$ cat config.mk
export PLATFORM = sky130hd
export DESIGN_NAME = pucr_regs
export DESIGN_NICKNAME = d
export VERILOG_FILES = /design/src/hdl/pucr_pkg.sv /design/src/hdl/pucr_regs.sv
export SDC_FILE = /design/constraint.sdc
export NUM_CORES = 1
export LEC_CHECK = 0
export ABC_CLOCK_PERIOD_IN_PS = 4000
export BUFFER_PORTS_ARGS = -buffer_cell sky130_fd_sc_hd__buf_2
export CAP_MARGIN = 20
export CELL_PAD_IN_SITES_DETAIL_PLACEMENT = 2
export CELL_PAD_IN_SITES_GLOBAL_PLACEMENT = 2
export CORE_MARGIN = 2
export CORE_UTILIZATION = 28
export DETAILED_ROUTE_END_ITERATION = 8
export GPL_ROUTABILITY_DRIVEN = 0
export PLACE_DENSITY = 0.86
export RECOVER_POWER = 25
export SLEW_MARGIN = 20
export SYNTH_ARGS = -nofsm -noshare
export SYNTH_HDL_FRONTEND = slang
export SYNTH_SLANG_ARGS = --single-unit
$ cat constraint.sdc
create_clock -name aclk -period 4 [get_ports aclk]
set_input_delay 0.2 -clock aclk [delete_from_list [all_inputs] [get_ports aclk]]
set_output_delay 0.2 -clock aclk [all_outputs]
set_load 0.02 [all_outputs]
$ cat src/hdl/pucr_pkg.sv
// Shared constants and carrier types for the port configuration register bank.
package pucr_pkg;
    // ******************************************************************
    // Register map
    // ******************************************************************
    localparam logic [11:0] PUCR_PP_BANK = 12'h000;
    localparam logic [11:0] PUCR_SER1_BANK = 12'h400;
    localparam logic [7:0] PUCR_PP_MODE_IDX = 8'hF0;
    localparam logic [7:0] PUCR_PP_MODE2_IDX = 8'hF1;
    localparam logic [7:0] PUCR_SER1_MODE_IDX = 8'hF0;
    localparam logic [11:0] PUCR_PP_MODE_ADDR = PUCR_PP_BANK + {2'h0, PUCR_PP_MODE_IDX, 2'h0};
    localparam logic [11:0] PUCR_PP_MODE2_ADDR = PUCR_PP_BANK + {2'h0, PUCR_PP_MODE2_IDX, 2'h0};
    localparam logic [11:0] PUCR_SER1_MODE_ADDR = PUCR_SER1_BANK + {2'h0, PUCR_SER1_MODE_IDX, 2'h0};
    localparam logic [11:0] PUCR_IRQ_STAT_ADDR = 12'h800;
    localparam logic [11:0] PUCR_IRQ_EN_ADDR = 12'h804;
    localparam logic [11:0] PUCR_IRQ_CLR_ADDR = 12'h808;
    // ******************************************************************
    // Reset values and fields
    // ******************************************************************
    localparam logic [7:0] PUCR_PP_MODE_RST = 8'h3C;
    localparam logic [1:0] PUCR_PP_MODE2_RST = 2'h0;
    localparam logic [7:0] PUCR_SER1_MODE_RST = 8'h00;
    localparam logic [7:0] PUCR_SER1_RSVD_MASK = 8'h7C;
    localparam int PUCR_MODE_LSB = 0;
    localparam int PUCR_THR_LSB = 3;
    localparam int PUCR_ITYPE_BIT = 7;
    localparam int PUCR_MIDI_BIT = 0;
    localparam int PUCR_HS_BIT = 1;
    localparam int PUCR_SHARE_BIT = 7;
    localparam int PUCR_EVT_W = 3;
    localparam int PUCR_EVT_PULSE = 0;
    localparam int PUCR_EVT_SHARED = 1;
    localparam int PUCR_EVT_RSVD = 2;
    localparam logic [1:0] PUCR_RESP_OKAY = 2'h0;
    localparam logic [1:0] PUCR_RESP_SLVERR = 2'h2;
    // ******************************************************************
    // Modes
    // ******************************************************************
    localparam logic [2:0] PUCR_PM_PRINTER = 3'h4;
    localparam logic [2:0] PUCR_PM_SPP = 3'h0;
    localparam logic [2:0] PUCR_PM_EPP19 = 3'h1;
    localparam logic [2:0] PUCR_PM_EPP17 = 3'h5;
    localparam logic [2:0] PUCR_PM_ECP = 3'h2;
    localparam logic [2:0] PUCR_PM_ECP_EPP19 = 3'h3;
    localparam logic [2:0] PUCR_PM_ECP_EPP17 = 3'h7;
    localparam logic [2:0] PUCR_ECR_PRINTER = 3'h0;
    localparam logic [2:0] PUCR_ECR_SPP = 3'h1;
    localparam logic [2:0] PUCR_ECR_EPP = 3'h4;
    localparam logic [1:0] PUCR_MUX_NORMAL = 2'h0;
    localparam logic [1:0] PUCR_MUX_DRIVE1 = 2'h1;
    localparam logic [1:0] PUCR_MUX_DRIVES01 = 2'h2;
    // ******************************************************************
    // Timing
    // ******************************************************************
    localparam int PUCR_CLK_KHZ = 40000;
    localparam int PUCR_PULSE_NS = 100;
    localparam int PUCR_PULSE_CYC = (PUCR_PULSE_NS * PUCR_CLK_KHZ + 999999) / 1000000;
    localparam logic [3:0] PUCR_PULSE_LAST = 4'(PUCR_PULSE_CYC - 1);
    // ******************************************************************
    // Carriers
    // ******************************************************************
    typedef struct packed {
        logic [2:0] pp_mode;
        logic [3:0] ecp_fifo_threshold;
        logic pp_irq_pulsed;
        logic [1:0] floppy_on_printer_pins_mux;
        logic midi_en;
        logic high_speed_en;
        logic share_irq;
    } pucr_cfg_type;
    typedef struct packed {
        logic irq;
        logic uart_irq_output_gate;
    } pucr_uart_type;
    typedef struct packed {
        logic o;
        logic oe;
    } pucr_pin_type;
    typedef enum logic {PUCR_ST_IDLE = 1'b0, PUCR_ST_PULSE = 1'b1} pucr_state_type;
endpackage

$ cat src/hdl/pucr_regs.sv
// Parallel port and first serial port configuration registers with IRQ routing.
`timescale 1ns/1ps
// How it works
// RULE1: Low three bits select parallel port mode.
// RULE2: Mode register resets to 0x3C.
// RULE3: Bits 6:3 hold FIFO threshold, default 0111.
// RULE4: Type bit one gives low pulse, then release.
// RULE5: Type bit zero follows acknowledge or level.
// RULE6: Type bit ignored in printer and SPP.
// RULE7: Mux field places floppy drives on printer pins.
// RULE8: Serial bit 0 enables MIDI.
// RULE9: Serial bit 1 enables high speed.
// RULE10: Software writes zeros to reserved serial bits.
// RULE11: Serial bit 7 selects IRQ sharing.
// RULE12: Shared mode asserts both pins together.
// RULE13: Unshared pin tristated unless gate bit set.
// RULE14: Shared pins drive OR of gated interrupts.
// RULE15: Software assigns one pin, then sets share.
// RULE16: Same IRQ on both UARTs does no harm.
// RULE17: Only hard reset restores register defaults; soft reset here also clears the event status and enable registers.
// RULE18: Gate bit zero tristates that UART's pin; while shared, that pin stays driven if the other UART's gate is set.
// RULE19: Written values act from next cycle.
module pucr_regs
    import pucr_pkg::*;
(
    input wire logic aclk,
    input wire logic aresetn,
    input wire logic soft_rst,
    input wire logic [11:0] s_axi_awaddr,
    input wire logic s_axi_awvalid,
    output logic s_axi_awready,
    input wire logic [31:0] s_axi_wdata,
    input wire logic [3:0] s_axi_wstrb,
    input wire logic s_axi_wvalid,
    output logic s_axi_wready,
    output logic [1:0] s_axi_bresp,
    output logic s_axi_bvalid,
    input wire logic s_axi_bready,
    input wire logic [11:0] s_axi_araddr,
    input wire logic s_axi_arvalid,
    output logic s_axi_arready,
    output logic [31:0] s_axi_rdata,
    output logic [1:0] s_axi_rresp,
    output logic s_axi_rvalid,
    input wire logic s_axi_rready,
    input wire logic ack_n,
    input wire logic pp_irq_enable,
    input wire logic [2:0] ecr_mode,
    input wire logic ecp_level_irq,
    input wire logic [3:0] fdc_drive_sel,
    input wire pucr_uart_type uart1,
    input wire pucr_uart_type uart2,
    output pucr_cfg_type cfg,
    output pucr_pin_type pp_irq_pin,
    output pucr_pin_type uart1_irq_pin,
    output pucr_pin_type uart2_irq_pin,
    output logic [3:0] pp_pin_drive_sel,
    output logic [3:0] fdc_pin_drive_sel,
    output logic irq
);
    // ******************************************************************
    // Bus slave
    // ******************************************************************
    logic aw_full_ff;
    logic w_full_ff;
    logic [11:0] awaddr_ff;
    logic [7:0] wbyte_ff;
    logic wstrb0_ff;
    logic bvalid_ff;
    logic [1:0] bresp_ff;
    logic rvalid_ff;
    logic [31:0] rdata_ff;
    logic [1:0] rresp_ff;
    logic wr_go;
    logic wr_en;
    logic [7:0] pp_mode_ff;
    logic [1:0] pp_mode2_ff;
    logic [7:0] ser1_mode_ff;
    logic [PUCR_EVT_W-1:0] stat_ff;
    logic [PUCR_EVT_W-1:0] en_ff;
    logic [PUCR_EVT_W-1:0] evt;

    function automatic logic mapped(input logic [11:0] a);
        mapped = (a == PUCR_PP_MODE_ADDR) || (a == PUCR_PP_MODE2_ADDR) ||
            (a == PUCR_SER1_MODE_ADDR) || (a == PUCR_IRQ_STAT_ADDR) ||
            (a == PUCR_IRQ_EN_ADDR) || (a == PUCR_IRQ_CLR_ADDR);
    endfunction

    assign s_axi_awready = !aw_full_ff && !bvalid_ff;
    assign s_axi_wready = !w_full_ff && !bvalid_ff;
    assign wr_go = aw_full_ff && w_full_ff && !bvalid_ff;
    assign wr_en = wr_go && wstrb0_ff && mapped(awaddr_ff);
    assign s_axi_bvalid = bvalid_ff;
    assign s_axi_bresp = bresp_ff;
    assign s_axi_arready = !rvalid_ff;
    assign s_axi_rvalid = rvalid_ff;
    assign s_axi_rdata = rdata_ff;
    assign s_axi_rresp = rresp_ff;

    always_ff @(posedge aclk) begin
        if (!aresetn) begin
            aw_full_ff <= 1'b0;
            awaddr_ff <= 12'h000;
        end else if (s_axi_awvalid && s_axi_awready) begin
            aw_full_ff <= 1'b1;
            awaddr_ff <= s_axi_awaddr;
        end else if (wr_go) begin
            aw_full_ff <= 1'b0;
        end
    end

    always_ff @(posedge aclk) begin
        if (!aresetn) begin
            w_full_ff <= 1'b0;
            wbyte_ff <= 8'h00;
            wstrb0_ff <= 1'b0;
        end else if (s_axi_wvalid && s_axi_wready) begin
            w_full_ff <= 1'b1;
            wbyte_ff <= s_axi_wdata[7:0];
            wstrb0_ff <= s_axi_wstrb[0];
        end else if (wr_go) begin
            w_full_ff <= 1'b0;
        end
    end

    always_ff @(posedge aclk) begin
        if (!aresetn) begin
            bvalid_ff <= 1'b0;
            bresp_ff <= PUCR_RESP_OKAY;
        end else if (wr_go) begin
            bvalid_ff <= 1'b1;
            bresp_ff <= mapped(awaddr_ff) ? PUCR_RESP_OKAY : PUCR_RESP_SLVERR;
        end else if (s_axi_bready) begin
            bvalid_ff <= 1'b0;
        end
    end

    always_ff @(posedge aclk) begin
        if (!aresetn) begin
            rvalid_ff <= 1'b0;
            rdata_ff <= 32'h0000_0000;
            rresp_ff <= PUCR_RESP_OKAY;
        end else if (s_axi_arvalid && s_axi_arready) begin
            rvalid_ff <= 1'b1;
            rresp_ff <= mapped(s_axi_araddr) ? PUCR_RESP_OKAY : PUCR_RESP_SLVERR;
            case (s_axi_araddr)
                PUCR_PP_MODE_ADDR: rdata_ff <= {24'h0, pp_mode_ff};
                PUCR_PP_MODE2_ADDR: rdata_ff <= {30'h0, pp_mode2_ff};
                PUCR_SER1_MODE_ADDR: rdata_ff <= {24'h0, ser1_mode_ff};
                PUCR_IRQ_STAT_ADDR: rdata_ff <= {29'h0, stat_ff};
                PUCR_IRQ_EN_ADDR: rdata_ff <= {29'h0, en_ff};
                default: rdata_ff <= 32'h0000_0000;
            endcase
        end else if (s_axi_rready) begin
            rvalid_ff <= 1'b0;
        end
    end

    // ******************************************************************
    // Configuration registers
    // ******************************************************************
    // Soft reset is deliberately not wired here so the port setup survives it.
    always_ff @(posedge aclk) begin
        if (!aresetn) begin
            pp_mode_ff <= PUCR_PP_MODE_RST; // [RULE2] [RULE3] [RULE17]
            pp_mode2_ff <= PUCR_PP_MODE2_RST; // [RULE17]
            ser1_mode_ff <= PUCR_SER1_MODE_RST; // [RULE8] [RULE9] [RULE17]
        end else if (wr_en) begin
            if (awaddr_ff == PUCR_PP_MODE_ADDR) begin
                pp_mode_ff <= wbyte_ff; // [RULE19]
            end
            if (awaddr_ff == PUCR_PP_MODE2_ADDR) begin
                pp_mode2_ff <= wbyte_ff[1:0];
            end
            if (awaddr_ff == PUCR_SER1_MODE_ADDR) begin
                ser1_mode_ff <= wbyte_ff & ~PUCR_SER1_RSVD_MASK; // [RULE10]
            end
        end
    end

    always_comb begin
        cfg.pp_mode = pp_mode_ff[PUCR_MODE_LSB+:3]; // [RULE1]
        cfg.ecp_fifo_threshold = pp_mode_ff[PUCR_THR_LSB+:4]; // [RULE3]
        cfg.pp_irq_pulsed = pp_mode_ff[PUCR_ITYPE_BIT];
        cfg.floppy_on_printer_pins_mux = pp_mode2_ff;
        cfg.midi_en = ser1_mode_ff[PUCR_MIDI_BIT]; // [RULE8]
        cfg.high_speed_en = ser1_mode_ff[PUCR_HS_BIT]; // [RULE9]
        cfg.share_irq = ser1_mode_ff[PUCR_SHARE_BIT]; // [RULE11]
    end

    // ******************************************************************
    // Floppy drive placement
    // ******************************************************************
    logic [3:0] on_pp;

    always_comb begin
        case (cfg.floppy_on_printer_pins_mux)
            PUCR_MUX_DRIVE1: on_pp = 4'h2; // [RULE7]
            PUCR_MUX_DRIVES01: on_pp = 4'h3; // [RULE7]
            default: on_pp = 4'h0;
        endcase
    end

    genvar gi;
    generate
        for (gi = 0; gi < 4; gi++) begin : g_drv
            always_ff @(posedge aclk) begin
                if (!aresetn) begin
                    pp_pin_drive_sel[gi] <= 1'b0;
                    fdc_pin_drive_sel[gi] <= 1'b0;
                end else begin
                    pp_pin_drive_sel[gi] <= on_pp[gi] & fdc_drive_sel[gi]; // [RULE7]
                    fdc_pin_drive_sel[gi] <= ~on_pp[gi] & fdc_drive_sel[gi];
                end
            end
        end
    endgenerate

    // ******************************************************************
    // Parallel port interrupt
    // ******************************************************************
    logic ack_s1_ff;
    logic ack_s2_ff;
    logic pp_basic;
    logic pp_ecp;
    logic level_src;
    logic follow_ack;
    logic gated;
    logic src_prev_ff;
    logic fire;
    logic [3:0] pulse_cnt_ff;
    pucr_state_type state_ff;

    always_ff @(posedge aclk) begin
        if (!aresetn) begin
            ack_s1_ff <= 1'b1;
            ack_s2_ff <= 1'b1;
        end else begin
            ack_s1_ff <= ack_n;
            ack_s2_ff <= ack_s1_ff;
        end
    end

    always_comb begin
        pp_basic = (cfg.pp_mode == PUCR_PM_PRINTER) || (cfg.pp_mode == PUCR_PM_SPP);
        pp_ecp = (cfg.pp_mode == PUCR_PM_ECP) || (cfg.pp_mode == PUCR_PM_ECP_EPP19) ||
            (cfg.pp_mode == PUCR_PM_ECP_EPP17);
        follow_ack = !pp_ecp || (ecr_mode == PUCR_ECR_PRINTER) ||
            (ecr_mode == PUCR_ECR_SPP) || (ecr_mode == PUCR_ECR_EPP); // [RULE5]
        level_src = follow_ack ? ack_s2_ff : ecp_level_irq; // [RULE5]
        gated = follow_ack ? pp_irq_enable : 1'b1;
    end

    // Pulse is started by the source going active, so a long level gives one pulse.
    assign fire = gated && level_src && !src_prev_ff;

    always_ff @(posedge aclk) begin
        if (!aresetn) begin
            src_prev_ff <= 1'b0;
        end else begin
            src_prev_ff <= gated && level_src;
        end
    end

    always_ff @(posedge aclk) begin
        if (!aresetn || soft_rst) begin
            state_ff <= PUCR_ST_IDLE;
            pulse_cnt_ff <= 4'h0;
        end else begin
            case (state_ff)
                PUCR_ST_IDLE: begin
                    if (fire && cfg.pp_irq_pulsed && !pp_basic) begin
                        state_ff <= PUCR_ST_PULSE; // [RULE4]
                        pulse_cnt_ff <= 4'h0;
                    end
                end
                PUCR_ST_PULSE: begin
                    if (pulse_cnt_ff == PUCR_PULSE_LAST) begin
                        state_ff <= PUCR_ST_IDLE; // [RULE4]
                    end else begin
                        pulse_cnt_ff <= pulse_cnt_ff + 4'h1;
                    end
                end
                default: state_ff <= PUCR_ST_IDLE;
            endcase
        end
    end

    always_ff @(posedge aclk) begin
        if (!aresetn) begin
            pp_irq_pin <= '0;
        end else if (cfg.pp_irq_pulsed && !pp_basic) begin
            pp_irq_pin.o <= 1'b0; // [RULE4]
            pp_irq_pin.oe <= (state_ff == PUCR_ST_PULSE);
        end else begin
            pp_irq_pin.o <= level_src; // [RULE5] [RULE6]
            pp_irq_pin.oe <= gated;
        end
    end

    // ******************************************************************
    // Serial port interrupt routing
    // ******************************************************************
    logic u1_act;
    logic u2_act;
    logic shared_prev_ff;

    assign u1_act = uart1.irq && uart1.uart_irq_output_gate;
    assign u2_act = uart2.irq && uart2.uart_irq_output_gate;

    // With the share bit set, both pins register the same value, so a tied IRQ line sees both drivers agree. [RULE16]
    always_ff @(posedge aclk) begin
        if (!aresetn) begin
            uart1_irq_pin <= '0;
            uart2_irq_pin <= '0;
        end else if (cfg.share_irq) begin
            uart1_irq_pin.o <= u1_act || u2_act; // [RULE12] [RULE14]
            uart2_irq_pin.o <= u1_act || u2_act; // [RULE12] [RULE14]
            uart1_irq_pin.oe <= uart1.uart_irq_output_gate || uart2.uart_irq_output_gate;
            uart2_irq_pin.oe <= uart1.uart_irq_output_gate || uart2.uart_irq_output_gate;
        end else begin
            uart1_irq_pin.o <= uart1.irq; // [RULE13]
            uart2_irq_pin.o <= uart2.irq; // [RULE13]
            uart1_irq_pin.oe <= uart1.uart_irq_output_gate; // [RULE18]
            uart2_irq_pin.oe <= uart2.uart_irq_output_gate; // [RULE18]
        end
    end

    // ******************************************************************
    // Event status, enable and clear
    // ******************************************************************
    always_ff @(posedge aclk) begin
        if (!aresetn) begin
            shared_prev_ff <= 1'b0;
        end else begin
            shared_prev_ff <= cfg.share_irq && (u1_act || u2_act);
        end
    end

    always_comb begin
        evt = '0;
        evt[PUCR_EVT_PULSE] = fire && cfg.pp_irq_pulsed && !pp_basic &&
            (state_ff == PUCR_ST_IDLE);
        evt[PUCR_EVT_SHARED] = cfg.share_irq && (u1_act || u2_act) && !shared_prev_ff;
        evt[PUCR_EVT_RSVD] = wr_en && (awaddr_ff == PUCR_SER1_MODE_ADDR) &&
            ((wbyte_ff & PUCR_SER1_RSVD_MASK) != 8'h00); // [RULE10]
    end

    // A new event in the clearing cycle wins over the clear.
    always_ff @(posedge aclk) begin
        if (!aresetn || soft_rst) begin
            stat_ff <= '0;
        end else if (wr_en && (awaddr_ff == PUCR_IRQ_CLR_ADDR)) begin
            stat_ff <= (stat_ff & ~wbyte_ff[PUCR_EVT_W-1:0]) | evt;
        end else begin
            stat_ff <= stat_ff | evt;
        end
    end

    always_ff @(posedge aclk) begin
        if (!aresetn || soft_rst) begin
            en_ff <= '0;
        end else if (wr_en && (awaddr_ff == PUCR_IRQ_EN_ADDR)) begin
            en_ff <= wbyte_ff[PUCR_EVT_W-1:0];
        end
    end

    assign irq = |(stat_ff & en_ff);
endmodule // pucr_regs

# Word level (Yosys, flattened, before mapping)
# Index checks and enable logic that the tools add are counted.
# totals
reg_bits	103
input_bits	82
out_inout_bits	69
wordCells	165
# op_classes
add_sub_neg	1
n_eq_ne	23
mux	23
bitwise_logic	19
reduce_logical	64
# op_table
cell	n
12-bit == test (second input constant)	6
12-bit by 10-bit == test with 1-bit output (second input constant)	4
8-bit one-hot mux with 5 select lines	1
12-bit by 11-bit == test with 1-bit output (second input constant)	2
1-bit logical AND	23
1-bit logical OR	19
1-bit two-way mux	12
3-bit == test (second input constant)	3
1-bit logical NOT	9
2-bit two-way mux	4
4-bit two-way mux	2
4-bit one-hot mux with 2 select lines	1
2-bit AND reduction	4
2-bit nonzero test	4
8-bit nonzero test	1
1-bit bitwise AND	6
3-bit bitwise AND	2
3-bit by 2-bit == test with 1-bit output (second input constant)	2
3-bit logical NOT	2
3-bit OR	2
4-bit by 1-bit adder with 4-bit output (second input constant)	1
4-bit by 2-bit == test with 1-bit output (second input constant)	1
2-bit inequality test (second input constant)	2
1-bit inverter	4
11 further kinds	13

# Logic depth before layout (Yosys ltp)
# Gate-level depths: netlist of run 1.
# logic_depth
ltp_word	15
depth_mapped	6
depth_no_buf	5

# Worst setup path after synthesis of run 1
# OpenSTA, ideal clock, no wires.
# synth_path
path_kind	reg2reg
start	register bvalid_ff (netlist: s_axi_bvalid)
end	register awaddr_ff[6]
setup_ps	71
arrival_ps	1469
required_ps	3929
setup_slack_ps	2460
path_stages_with_launch	6
path_buffers	1
period_less_slack_ps	1540
cell_sequence	dfxtp_1 -> nor2_1 -> and2_1 -> clkbuf_1 -> nand2_1 -> a21oi_1
# synth_via
elab_chain_len	3
# synth_rtl
item	line	text
start, declared	pucr_regs.sv:69	logic bvalid_ff;
start signal, assigned	pucr_regs.sv:128	bvalid_ff <= 1'b0;
start signal, assigned	pucr_regs.sv:131	bvalid_ff <= 1'b1;
start signal, assigned	pucr_regs.sv:134	bvalid_ff <= 1'b0;
1-bit logical NOT	pucr_regs.sv:89	assign s_axi_awready = !aw_full_ff && !bvalid_ff;
1-bit logical AND	pucr_regs.sv:89	
named net s_axi_awready	pucr_regs.sv:31	output logic s_axi_awready,
1-bit logical AND	pucr_regs.sv:104	end else if (s_axi_awvalid && s_axi_awready) begin
end signal, assigned	pucr_regs.sv:106	awaddr_ff <= s_axi_awaddr;
end, declared	pucr_regs.sv:66	logic [11:0] awaddr_ff;
# The timed path passes the listed nets, and every way through them passes these cells.
# A chain may end at the register's enable or synchronous reset.

# Final worst setup path of run 1
# layout_path
start	register awaddr_ff[6]
end	register ser1_mode_ff[0]
# layout_via
elab_chain_len	8
word_cells_on_any_way	13
cone_classes	eq/ne (6); reduce/logical (7)
# layout_rtl
item	line	text
12-bit by 10-bit == test with 1-bit output	pucr_regs.sv:84	mapped = (a == PUCR_PP_MODE_ADDR) || (a == PUCR_PP_MODE2_ADDR) ||
1-bit logical OR (2 in a row)	pucr_regs.sv:84	
1-bit logical OR (2 in a row)	pucr_regs.sv:85	(a == PUCR_SER1_MODE_ADDR) || (a == PUCR_IRQ_STAT_ADDR) ||
1-bit logical OR	pucr_regs.sv:86	(a == PUCR_IRQ_EN_ADDR) || (a == PUCR_IRQ_CLR_ADDR);
1-bit logical AND	pucr_regs.sv:92	assign wr_en = wr_go && wstrb0_ff && mapped(awaddr_ff);
2-bit AND reduction (no source line) (*)	n/a	
end signal, assigned	pucr_regs.sv:176	ser1_mode_ff <= wbyte_ff & ~PUCR_SER1_RSVD_MASK;
end, declared	pucr_regs.sv:78	logic [7:0] ser1_mode_ff;
# Every way passes the cells marked *; elsewhere a longest branch is shown, timed or not.

==> impl_metrics.tcl, run 1 <==
set metrics [dict create \
    p_per_area_mw_per_mm2 433 \
    maxUsedRoutingLayer "met4" \
    hpwlAfterDp_um 8210 \
    yosysSeqAreaShare_pct 43.5 \
    drt_iter0_markers 157 \
    p_seq_share_pct 44.1 \
    clk_pin_slew_ps 60 \
    cts_tree "built" \
    crit_type "flop to flop" \
    clockRootBuffer "sky130_fd_sc_hd__clkbuf_16" \
    postSynthCellCount 411 \
    grt_antenna_before_repair 0 \
    critical_path.max_stage_delay_ps 540 \
    worst_path_max_delay_cell "sky130_fd_sc_hd__or3_1" \
    power.switching_fraction_pct 26.6 \
    die_y_um 115 \
    drt-total-wl_um 11100 \
    placement.io_buffers 95 \
    max_slew_margin_pct 37.7 \
    final_period_minus_worst_setup_slack_ps 2030 \
    drt_first_pass_iters 4 \
    worst-path-buf-inv 0 \
    num_rows 40 \
    wire_length_of_the_first_global_routing_pass_um 17800 \
    max_cap_viol_count 0 \
    htreeDepth 3 \
    biggest_fanout_along_the_worst_timing_path 14 \
    power.share.combinational_pct 10.0 \
    detailedPlace.worstSlack_ps 2070 \
    cts_repair_resize_count 0 \
    pwr-share-clk_pct 45.9 \
    cell_internal_pwr_uw 1340 \
    number_of_synthesized_flops_with_an_enable_pin 0 \
    path_cells "nor4bb_1 > nand4_1 > or3_1 > a21oi_1" \
    hold_viol 0 \
    total_power_uw 1820 \
    power.leakage_uw 0.00167 \
    setup.worst_path.start_class "flop" \
    grt_pass1_vias 3509 \
    cts_max_path_buffers 2 \
    hold_class "primary input to flop" \
    detail_routed_net_length_per_standard_cell_um 17.1 \
    design.final.nets 581 \
    irDropWorstVdd_v 0.000260 \
    mostFrequentLayoutCell "sky130_fd_sc_hd__dfxtp_1" \
    die_area_mm2 0.0132 \
    initial_cell_density_of_the_core_pct 28.7 \
    num_vias 3247 \
    sinks_on_the_clock_net 75 \
    wl_met2_um 5460 \
    area_delta_synth_final_pct 21.6 \
    final_max_slew_viol_count 0 \
    grt_setup_unrepaired "false" \
    drt-met1-wl_um 4820 \
    wp_data_required_ps 4260 \
    ant_diodes 0 \
    postLayoutSetupSlackWorst_ps 1970 \
    synthesis.area_mm2 0.00345 \
    yosysUniqueCellTypes 55 \
    drive_gt1_share_pct 21.3 \
    worstMarginPinSlew_ps 935 \
    synth_flop_cell "sky130_fd_sc_hd__dfxtp_1" \
    route.detailed.drc 0 \
    setup-tns-final_ps 0 \
    gr-total-overflow 0 \
    pin_count 151 \
    critPathArrivalTime_ps 2300 \
    syn-mean-instance-area_um2 8.40 \
    wl_met3_um 581 \
    clk_latency_ps 340 \
    cts_made_buffers 9 \
    path_delay_family "simple AND/OR/NAND/NOR gates" \
    grtUsageTotal_pct 17.2 \
    fillerInstances 1390 \
    ys_async_sr_fraction_pct 0 \
    fmax_ghz 0.492 \
    die_width_um 115 \
    power.switching_uw 483 \
    avgViaCountPerCell 5.00 \
    fin_worst_skew_ps 6.88 \
    status "finished, final reports clean" \
    worst_setup_path_end_kind "flop" \
    grt_start_max_net_pins 40 \
    hold_buffers 0 \
    finalSetupViolations 0 \
    ys_seq_elements 75 \
    route.antenna.remaining_nets 0 \
    coreArea_mm2 0.0120 \
    synthesis.yosys.warnings 0 \
    leading_cell_types_in_the_layout_fill_and_taps_excluded "75 x sky130_fd_sc_hd__dfxtp_1, 72 x sky130_fd_sc_hd__buf_2, 60 x sky130_fd_sc_hd__nand2_1" \
    cts.repair_timing.setup_buffer_count 0 \
    crit_share_post_route_pct 50.8 \
]
-- power groups by stage --
stage,combinational (µW),clock [µW],sequential (µW)
after floorplan,132,0,821
after global placement,178,0,816
after detailed placement,185,0,818
after CTS,187,854,802
after global routing,204,890,806
final,182,834,802
-- per-layer routing --
| metal | vias to the layer above | track usage [%] |
|---|---|---|
| li1 | 1562 | - |
| met1 | 1560 | 21.0 |
| met2 | 107 | 29.3 |
| met3 | 18 | 4.53 |
| met4 | 0 | 5.86 |
| met5 | - | 0 |
-- cells in the mapped netlist (4+ instances only) --
library cell	instances	area, µm²
sky130_fd_sc_hd__nand2_1	60	225
sky130_fd_sc_hd__o31ai_1	4	30.0
sky130_fd_sc_hd__clkbuf_1	13	48.8
sky130_fd_sc_hd__buf_4	29	218
sky130_fd_sc_hd__nand4_1	8	50.1
sky130_fd_sc_hd__and2_1	5	31.3
sky130_fd_sc_hd__inv_1	14	52.6
sky130_fd_sc_hd__nand2b_1	5	31.3
sky130_fd_sc_hd__nand3_1	26	130
sky130_fd_sc_hd__o21ai_0	22	110
sky130_fd_sc_hd__or3_1	4	25.0
sky130_fd_sc_hd__nor3_1	7	35.0
sky130_fd_sc_hd__a22oi_1	4	30.0
sky130_fd_sc_hd__a21oi_1	52	260
sky130_fd_sc_hd__dfxtp_1	75	1500
sky130_fd_sc_hd__nor2_1	18	67.6
sky130_fd_sc_hd__mux2_2	5	56.3
-- layout make-up --
class	instances	area (µm²)	area share, %
flip-flops and latches	75	1500	35.8
multi-input cells	301	1700	40.5
clock inverters	5	62.6	1.49
clock buffers	11	243	5.78
repair buffers	96	454	10.8
well taps	147	184	4.38
inverters	14	52.6	1.25
-- state kept, by name (all words and copies together) (netlist names), 3 cells and up --
register	flops
stat_ff	3
fdc_pin_drive_sel	4
wbyte_ff	8
ser1_mode_ff	3
en_ff	3
s_axi_rdata	8
pulse_cnt_ff	4
awaddr_ff	12
pp_mode_ff	8
-- worst paths after layout --
check                                      end  cells past startpoint                 startpoint  slack (ps)
setup reg to reg  ser1_mode_ff[0]$_SDFFE_PN0P_                      4  awaddr_ff[6]$_SDFFE_PN0P_        1970
hold / removal            ack_s1_ff$_SDFF_PN1_                      2                      ack_n          50
hold reg to reg           ack_s2_ff$_SDFF_PN1_                      1       ack_s1_ff$_SDFF_PN1_         420
setup / recovery  ser1_mode_ff[0]$_SDFFE_PN0P_                      4  awaddr_ff[6]$_SDFFE_PN0P_        1970
-- through the flow --
stage	util [%]	cells	hold slack [ps]	cell area [µm²]
2_1_floorplan	-	438	300	3550
3_3_place_gp	32.6	633	388	3920
3_5_place_dp	32.6	633	394	3920
4_1_cts	35.2	649	42.2	4230
5_1_grt	34.9	649	57.2	4200
6_report	34.9	649	52.3	4200
-- logic make-up after synthesis --
logic type / Yosys count / synth area share [%]
and+or+nand+nor: 163 / 26.4
AOI/OAI and AO/OA: 99 / 16.3
DFF: 75 / 43.5
buffers and inverters: 62 / 10.2
muxes: 7 / 2.21
adders and majority gates: 2 / 0.725
xor gates and xnor gates: 2 / 0.508
other: 1 / 0.109
No activity file was read; power rests on OpenSTA's default activity.
==> run 2: changes to the inputs <==
ABC_AREA = 1   (was unset)
ABC_CLOCK_PERIOD_IN_PS = 1860   (was 4000)
CORE_UTILIZATION = 22   (was 28)
PLACE_DENSITY = 0.75   (was 0.86)
clock period = 1.86 ns   (was 4 ns; I/O delays follow)
==> impl_metrics.tcl, run 2 <==
set metrics [dict create \
    wp_data_required_ps 2140 \
    synth_flop_cell "sky130_fd_sc_hd__dfxtp_1" \
    initial_cell_density_of_the_core_pct 22.7 \
    avgViaCountPerCell 4.23 \
    yosysUniqueCellTypes 36 \
    detail_routed_net_length_per_standard_cell_um 13.7 \
    final_design_area_no_fill_mm2 0.00438 \
    placement.io_buffers 95 \
    design.final.nets 654 \
    final-instance-count-excl-fill 786 \
    r2r_slack_ps 240 \
    largest-register "awaddr_ff" \
    drt_first_pass_iters 4 \
    drive_gt1_share_pct 22.4 \
    cts_made_buffers 9 \
    sinks_on_the_clock_net 75 \
    worst_hold_path.num_cells 3 \
    drt_iter0_markers 91 \
    final_core_utilization_pct 28.7 \
    route.antenna.remaining_nets 0 \
    hold_class "primary input to flop" \
    synth.cells.most_frequent "79 x sky130_fd_sc_hd__nand2_1, 75 x sky130_fd_sc_hd__dfxtp_1, 60 x sky130_fd_sc_hd__nor2_1" \
    ys_async_sr_fraction_pct 0 \
    wire_length_of_the_first_global_routing_pass_um 17200 \
    leading_cell_types_in_the_layout_fill_and_taps_excluded "79 x sky130_fd_sc_hd__nand2_1, 75 x sky130_fd_sc_hd__dfxtp_1, 75 x sky130_fd_sc_hd__buf_2" \
    hold_viol 0 \
    hpwlAfterDp_um 8560 \
    finalSetupViolations 0 \
    power.leakage_uw 0.00201 \
    cts_max_path_buffers 2 \
    status "finished, final reports clean" \
    seqCellArea_mm2 0.00150 \
    synth_top_area_cell "sky130_fd_sc_hd__dfxtp_1" \
    grt_pass1_vias 3512 \
    critical_path.reg2reg.endpoint "pp_mode2_ff[1]$_SDFFE_PN0P_" \
    power.switching_uw 1080 \
    grt_start_max_net_pins 47 \
    die_area_mm2 0.0167 \
    synth.area.top_cells "sky130_fd_sc_hd__dfxtp_1 43%, sky130_fd_sc_hd__nand2_1 8.6%, sky130_fd_sc_hd__nor2_1 6.5%, sky130_fd_sc_hd__buf_4 6.1%, sky130_fd_sc_hd__a21oi_1 5.8%" \
    synthesis.area_mm2 0.00346 \
    largest_register_ffs 12 \
    clockRootBuffer "sky130_fd_sc_hd__clkbuf_16" \
    worst_setup_path_end_kind "flop" \
    worst_path_max_delay_cell "sky130_fd_sc_hd__dfxtp_1" \
    pin_count 151 \
    crit_share_post_route_pct 86.9 \
    critical_path.max_stage_delay_ps 330 \
    cts_tree "built" \
    irDropWorstVdd_v 0.000426 \
    yosysTopAreaCellShare_pct 43.4 \
    dp_cells 764 \
    critPathArrivalTime_ps 1890 \
    synthesis.yosys.warnings 0 \
    total_power_uw 3950 \
    cell_internal_pwr_uw 2870 \
    biggest_fanout_along_the_worst_timing_path 9 \
    hold_path_end "wbyte_ff[3]$_SDFFE_PN0P_" \
    max_slew_margin_pct 44.9 \
    mostFrequentLayoutCell "sky130_fd_sc_hd__nand2_1" \
    grt_setup_unrepaired "false" \
    power.switching_fraction_pct 27.3 \
    setup.worst_path.start_class "flop" \
    final_max_slew_viol_count 0 \
    htreeDepth 3 \
    setup-tns-final_ps 0 \
    path_cells "inv_1 > nand2_1 > nor2_2 > nand3_1 > nand2_2 > nor2_4 > nand2_8 > nand3_1 > nand2_1 > nand2_1 > nor2_1" \
    ys_seq_elements 75 \
    number_of_synthesized_flops_with_an_enable_pin 0 \
    final_period_minus_worst_setup_slack_ps 1620 \
    post_place_cell_area_mm2 0.00405 \
    max_cap_viol_count 0 \
    postSynthCellCount 468 \
    pwr-share-clk_pct 44.2 \
    drt-total-wl_um 10700 \
    fillerInstances 1864 \
    cts_repair_resize_count 0 \
    grtUsageTotal_pct 13.3 \
    rr_worst_depth 11 \
    coreArea_mm2 0.0153 \
    p_per_area_mw_per_mm2 902 \
    power.share.combinational_pct 11.9 \
    fmax_ghz 0.619 \
    clk_pin_slew_ps 60 \
    fin_worst_skew_ps 6.45 \
    worstMarginPinSlew_ps 827 \
    clk_latency_ps 340 \
    crit_type "flop to flop" \
    area_of_combinational_cells_with_multiple_inputs_mm2 0.00160 \
    num_vias 3324 \
    yosysSeqAreaShare_pct 43.4 \
    ant_diodes 0 \
    area_delta_synth_final_pct 26.5 \
    route.detailed.drc 0 \
    path_common_cell "sky130_fd_sc_hd__nand2_1" \
    die_width_um 129 \
    p_seq_share_pct 43.9 \
    gr-total-overflow 0 \
    num_rows 45 \
    reg2reg_from "awaddr_ff[11]$_SDFFE_PN0P_" \
    die_y_um 129 \
    yosys.cell_count.top_type "sky130_fd_sc_hd__nand2_1" \
    syn-mean-instance-area_um2 7.39 \
    min-delay-start "s_axi_wdata[3]" \
    grt_antenna_before_repair 0 \
]
## run 2: changes by cell type in the layout (fill, tap and decap cells not counted), moves of 5 or more
cell | before | now
sky130_fd_sc_hd__o21ai_0 | 22 | 36
sky130_fd_sc_hd__a21oi_1 | 52 | 40
sky130_fd_sc_hd__inv_2 | 0 | 12
sky130_fd_sc_hd__inv_1 | 14 | 40
sky130_fd_sc_hd__nor2_2 | 0 | 5
sky130_fd_sc_hd__nand2b_1 | 5 | 0
sky130_fd_sc_hd__dlygate4sd3_1 | 0 | 6
sky130_fd_sc_hd__nor2_1 | 18 | 60
sky130_fd_sc_hd__nand2_1 | 60 | 79
sky130_fd_sc_hd__mux2_2 | 5 | 0
## run 2: final cells by class
class / instances / area share (%)
multi-input combinational: 329 / 36.6
sequential: 75 / 34.3
timing repair buffer: 103 / 11.9
tap: 211 / 6.03
clock buffer: 10 / 5.23
inverter: 52 / 4.46
clock inverter: 6 / 1.51
## run 2: how the worst max path moves through the flow
stage                                          start                      endpoint  slack [ps]  cells past startpoint
after global placement    pp_mode_ff[2]$_SDFFE_PN1P_  pulse_cnt_ff[3]$_SDFFE_PP0P_         340                      8
after detailed placement  awaddr_ff[11]$_SDFFE_PN0P_   pp_mode2_ff[1]$_SDFFE_PN0P_         260                     11
after floorplan            s_axi_bvalid$_SDFFE_PN0P_      wbyte_ff[3]$_SDFFE_PN0P_         400                      5
after CTS                 awaddr_ff[11]$_SDFFE_PN0P_   pp_mode2_ff[1]$_SDFFE_PN0P_         240                     11
after global routing       s_axi_bvalid$_SDFFE_PN0P_     awaddr_ff[6]$_SDFFE_PN0P_          50                      4
final                     awaddr_ff[11]$_SDFFE_PN0P_   pp_mode2_ff[1]$_SDFFE_PN0P_         240                     11
## run 2: timing repair
item / 4_1_cts / 5_1_grt
endpoints found under the hold margin: 7 / 0
hold buffers: 6 / 0
setup buffers: 0 / 0
## run 2: layer usage
layer / up-vias / global-route usage (%) / wire length, µm / share of wire, %
li1: 1665 / - / - / -
met3: 9 / 3.55 / 581 / 5.4
met4: 0 / 4.03 / 136 / 1.3
met2: 93 / 22.6 / 5160 / 48
met1: 1557 / 16.3 / 4870 / 45
met5: - / 0 / 0 / 0
## run 2: worst max-delay path: cells and delay by family, from the launching register on
kind / cells / cell delay (ps)
and+or+nand+nor: 10 / 1110
DFF: 1 / 330
buffers and inverters: 1 / 110
## run 2: stage by stage
step                setup WS (ps)  hold slack [ps]
floorplan                     396              191
global placement              337              279
detailed placement            257              285
CTS                           242             7.72
global route                 49.2             33.0
finish                        244             13.6
## run 2: cells by family after synthesis
family	Yosys count	share of synthesized area [%]
buf+inv	91	13.2
xor+xnor	1	0.253
simple gates	210	28.7
flops	75	43.4
other cells	1	0.108
compound gates	88	13.6
fa+ha+maj	2	0.723
## run 2: power by group through the flow
stage / combinational [µW] / clock (µW) / sequential, µW
2_1_floorplan: 329 / 0 / 1790
3_3_place_gp: 457 / 0 / 1760
3_5_place_dp: 475 / 0 / 1770
4_1_cts: 487 / 1800 / 1730
5_1_grt: 535 / 1890 / 1740
6_report: 471 / 1750 / 1730
==> run 3: changes to the inputs <==
ABC_AREA = unset   (was 1)
CORE_UTILIZATION = 23   (was 22)
CTS_CLUSTER_DIAMETER = 50   (was unset)
PLACE_DENSITY = 0.76   (was 0.75)
==> impl_metrics.tcl, run 3 (synthesis gave the netlist of run 1 again) <==
set metrics [dict create \
    grt_setup_unrepaired "false" \
    max_slew_margin_pct 64.4 \
    largest_register_ffs 12 \
    grt_start_max_net_pins 49 \
    hold_viol 0 \
    sinks_on_the_clock_net 75 \
    fin_worst_skew_ps 6.50 \
    min-delay-start "uart2[0]" \
    pwr-share-clk_pct 42.5 \
    largest-register "awaddr_ff" \
    critical_path.max_stage_delay_ps 370 \
    cell_internal_pwr_uw 2730 \
    final_design_area_no_fill_mm2 0.00445 \
    num_vias 3313 \
    worst-path-stages 5 \
    worstMarginPinSlew_ps 526 \
    wp_data_required_ps 2060 \
    hpwlAfterDp_um 8430 \
    irDropWorstVdd_v 0.000365 \
    placement.io_buffers 95 \
    post_place_cell_area_mm2 0.00401 \
    detail_routed_net_length_per_standard_cell_um 15.6 \
    cts_tree "built" \
    cts_made_buffers 9 \
    grt_pass1_vias 3513 \
    power.leakage_uw 0.00177 \
    initial_cell_density_of_the_core_pct 23.7 \
    power.switching_fraction_pct 27.4 \
    wire_length_of_the_first_global_routing_pass_um 17900 \
    ant_diodes 0 \
    clk_pin_slew_ps 60 \
    clockRootBuffer "sky130_fd_sc_hd__clkbuf_16" \
    pin_count 151 \
    status "finished, final reports clean" \
    drt-total-wl_um 11100 \
    grt_antenna_before_repair 0 \
    finalSetupViolations 0 \
    num_rows 44 \
    cts_max_path_buffers 2 \
    worst_path_max_delay_cell "sky130_fd_sc_hd__dfxtp_1" \
    mostFrequentLayoutCell "sky130_fd_sc_hd__dfxtp_1" \
    critPathCapture "pp_mode_ff[7]$_SDFFE_PN0P_" \
    critPathArrivalTime_ps 1900 \
    area_delta_synth_final_pct 29.0 \
    grtUsageTotal_pct 13.8 \
    max_cap_viol_count 0 \
    drt_iter0_markers 171 \
    p_per_area_mw_per_mm2 843 \
    crit_share_post_route_pct 91.6 \
    critPathLaunch "awaddr_ff[3]$_SDFFE_PN0P_" \
    setup.worst_path.start_class "flop" \
    drt_first_pass_iters 7 \
    final_period_minus_worst_setup_slack_ps 1700 \
    drive_gt1_share_pct 22.0 \
    power.share.combinational_pct 11.6 \
    power.switching_uw 1030 \
    coreArea_mm2 0.0146 \
    rr_worst_depth 5 \
    path_cells "nor4bb_2 > nand4_1 > buf_4 > o21ai_0 > a21oi_1" \
    worst_setup_path_end_kind "flop" \
    die_width_um 127 \
    die_y_um 127 \
    p_seq_share_pct 45.9 \
    leading_cell_types_in_the_layout_fill_and_taps_excluded "75 x sky130_fd_sc_hd__dfxtp_1, 74 x sky130_fd_sc_hd__buf_2, 60 x sky130_fd_sc_hd__nand2_1" \
    gr-total-overflow 0 \
    hold_class "primary input to flop" \
    critical_path.reg2reg.endpoint "pp_mode_ff[7]$_SDFFE_PN0P_" \
    fmax_ghz 0.587 \
    worst-path-buf-inv 1 \
    final_max_slew_viol_count 0 \
    fillerInstances 1697 \
    path_delay_family "simple AND/OR/NAND/NOR gates" \
    biggest_fanout_along_the_worst_timing_path 11 \
    route.antenna.remaining_nets 0 \
    r2r_slack_ps 160 \
    reg2reg_from "awaddr_ff[3]$_SDFFE_PN0P_" \
    die_area_mm2 0.0160 \
    avgViaCountPerCell 4.66 \
    design.final.nets 606 \
    crit_type "flop to flop" \
    clk_latency_ps 340 \
    route.detailed.drc 0 \
    htreeDepth 3 \
    setup-tns-final_ps 0 \
]
-- run 3: cell count changes in the layout (fill, tap and decap cells not counted), moves of 12 or more --
cell,previous run,this run
sky130_fd_sc_hd__nand2_1,79,60
sky130_fd_sc_hd__o21ai_0,36,22
sky130_fd_sc_hd__a21oi_1,40,52
sky130_fd_sc_hd__inv_2,12,0
sky130_fd_sc_hd__nor2_1,60,18
sky130_fd_sc_hd__dlygate4sd3_1,6,19
sky130_fd_sc_hd__inv_1,40,14
-- run 3: repair_timing --
item	in CTS	in global routing
setup endpoints to repair	0	6
hold endpoints to repair	20	0
hold buffers	19	0
resized for setup	0	1
setup buffers	0	0
-- run 3: how the worst min path moves through the flow --
stage                                              to  slack (ps)  cells past startpoint
after floorplan             s_axi_rvalid$_SDFFE_PN0P_         190                      1
after global placement           ack_s1_ff$_SDFF_PN1_         280                      2
after detailed placement         ack_s1_ff$_SDFF_PN1_         280                      2
after CTS                    wbyte_ff[7]$_SDFFE_PN0P_           3                      3
after global routing         wbyte_ff[3]$_SDFFE_PN0P_          20                      3
final                     uart2_irq_pin[0]$_SDFF_PN0_           8                      3
-- run 3: final cells by class --
| cell class | count | area, µm² | area share [%] |
|---|---|---|---|
| inverters | 14 | 52.6 | 1.18 |
| repair buffers | 121 | 692 | 15.5 |
| multi-input cells | 301 | 1710 | 38.3 |
| clock inverters | 6 | 42.5 | 0.955 |
| clock buffers | 10 | 229 | 5.14 |
| well taps | 184 | 230 | 5.17 |
| flip-flops and latches | 75 | 1500 | 33.7 |
-- run 3: through the flow --
| stage | utilization, % | setup slack (ps) | hold WS [ps] | power [µW] | cells |
|---|---|---|---|---|---|
| finish | 30.5 | 156 | 7.70 | 3750 | 711 |
| global route | 30.5 | 45.4 | 20.7 | 3920 | 711 |
| CTS | 30.7 | 110 | 3.11 | 3810 | 711 |
| detailed placement | 27.5 | 114 | 280 | 2170 | 676 |
| global placement | 27.5 | 280 | 281 | 2150 | 676 |
| floorplan | - | 320 | 193 | 2050 | 438 |
-- run 3: power groups by stage --
stage	registers, µW	logic [µW]	clock network, µW
3_5_place_dp	1760	411	0
5_1_grt	1730	483	1700
4_1_cts	1720	444	1650
6_report	1720	435	1600
2_1_floorplan	1770	285	0
3_3_place_gp	1750	397	0
-- run 3: metal layers --
| metal | part of all wire (%) | up-vias | global-route usage [%] | routed length [µm] |
|---|---|---|---|---|
| li1 | - | 1615 | - | - |
| met1 | 45 | 1596 | 17.1 | 4950 |
| met2 | 49 | 93 | 23.4 | 5400 |
| met3 | 5.4 | 9 | 3.58 | 602 |
| met4 | 1.1 | 0 | 4.27 | 119 |
| met5 | 0 | - | 0 | 0 |
-- run 3: worst register-to-register path, cell delays in order, from the launching register on --
cell	delay (ps)
sky130_fd_sc_hd__dfxtp_1	370
sky130_fd_sc_hd__nor4bb_2	340
sky130_fd_sc_hd__nand4_1	240
sky130_fd_sc_hd__buf_4	250
sky130_fd_sc_hd__o21ai_0	250
sky130_fd_sc_hd__a21oi_1	110
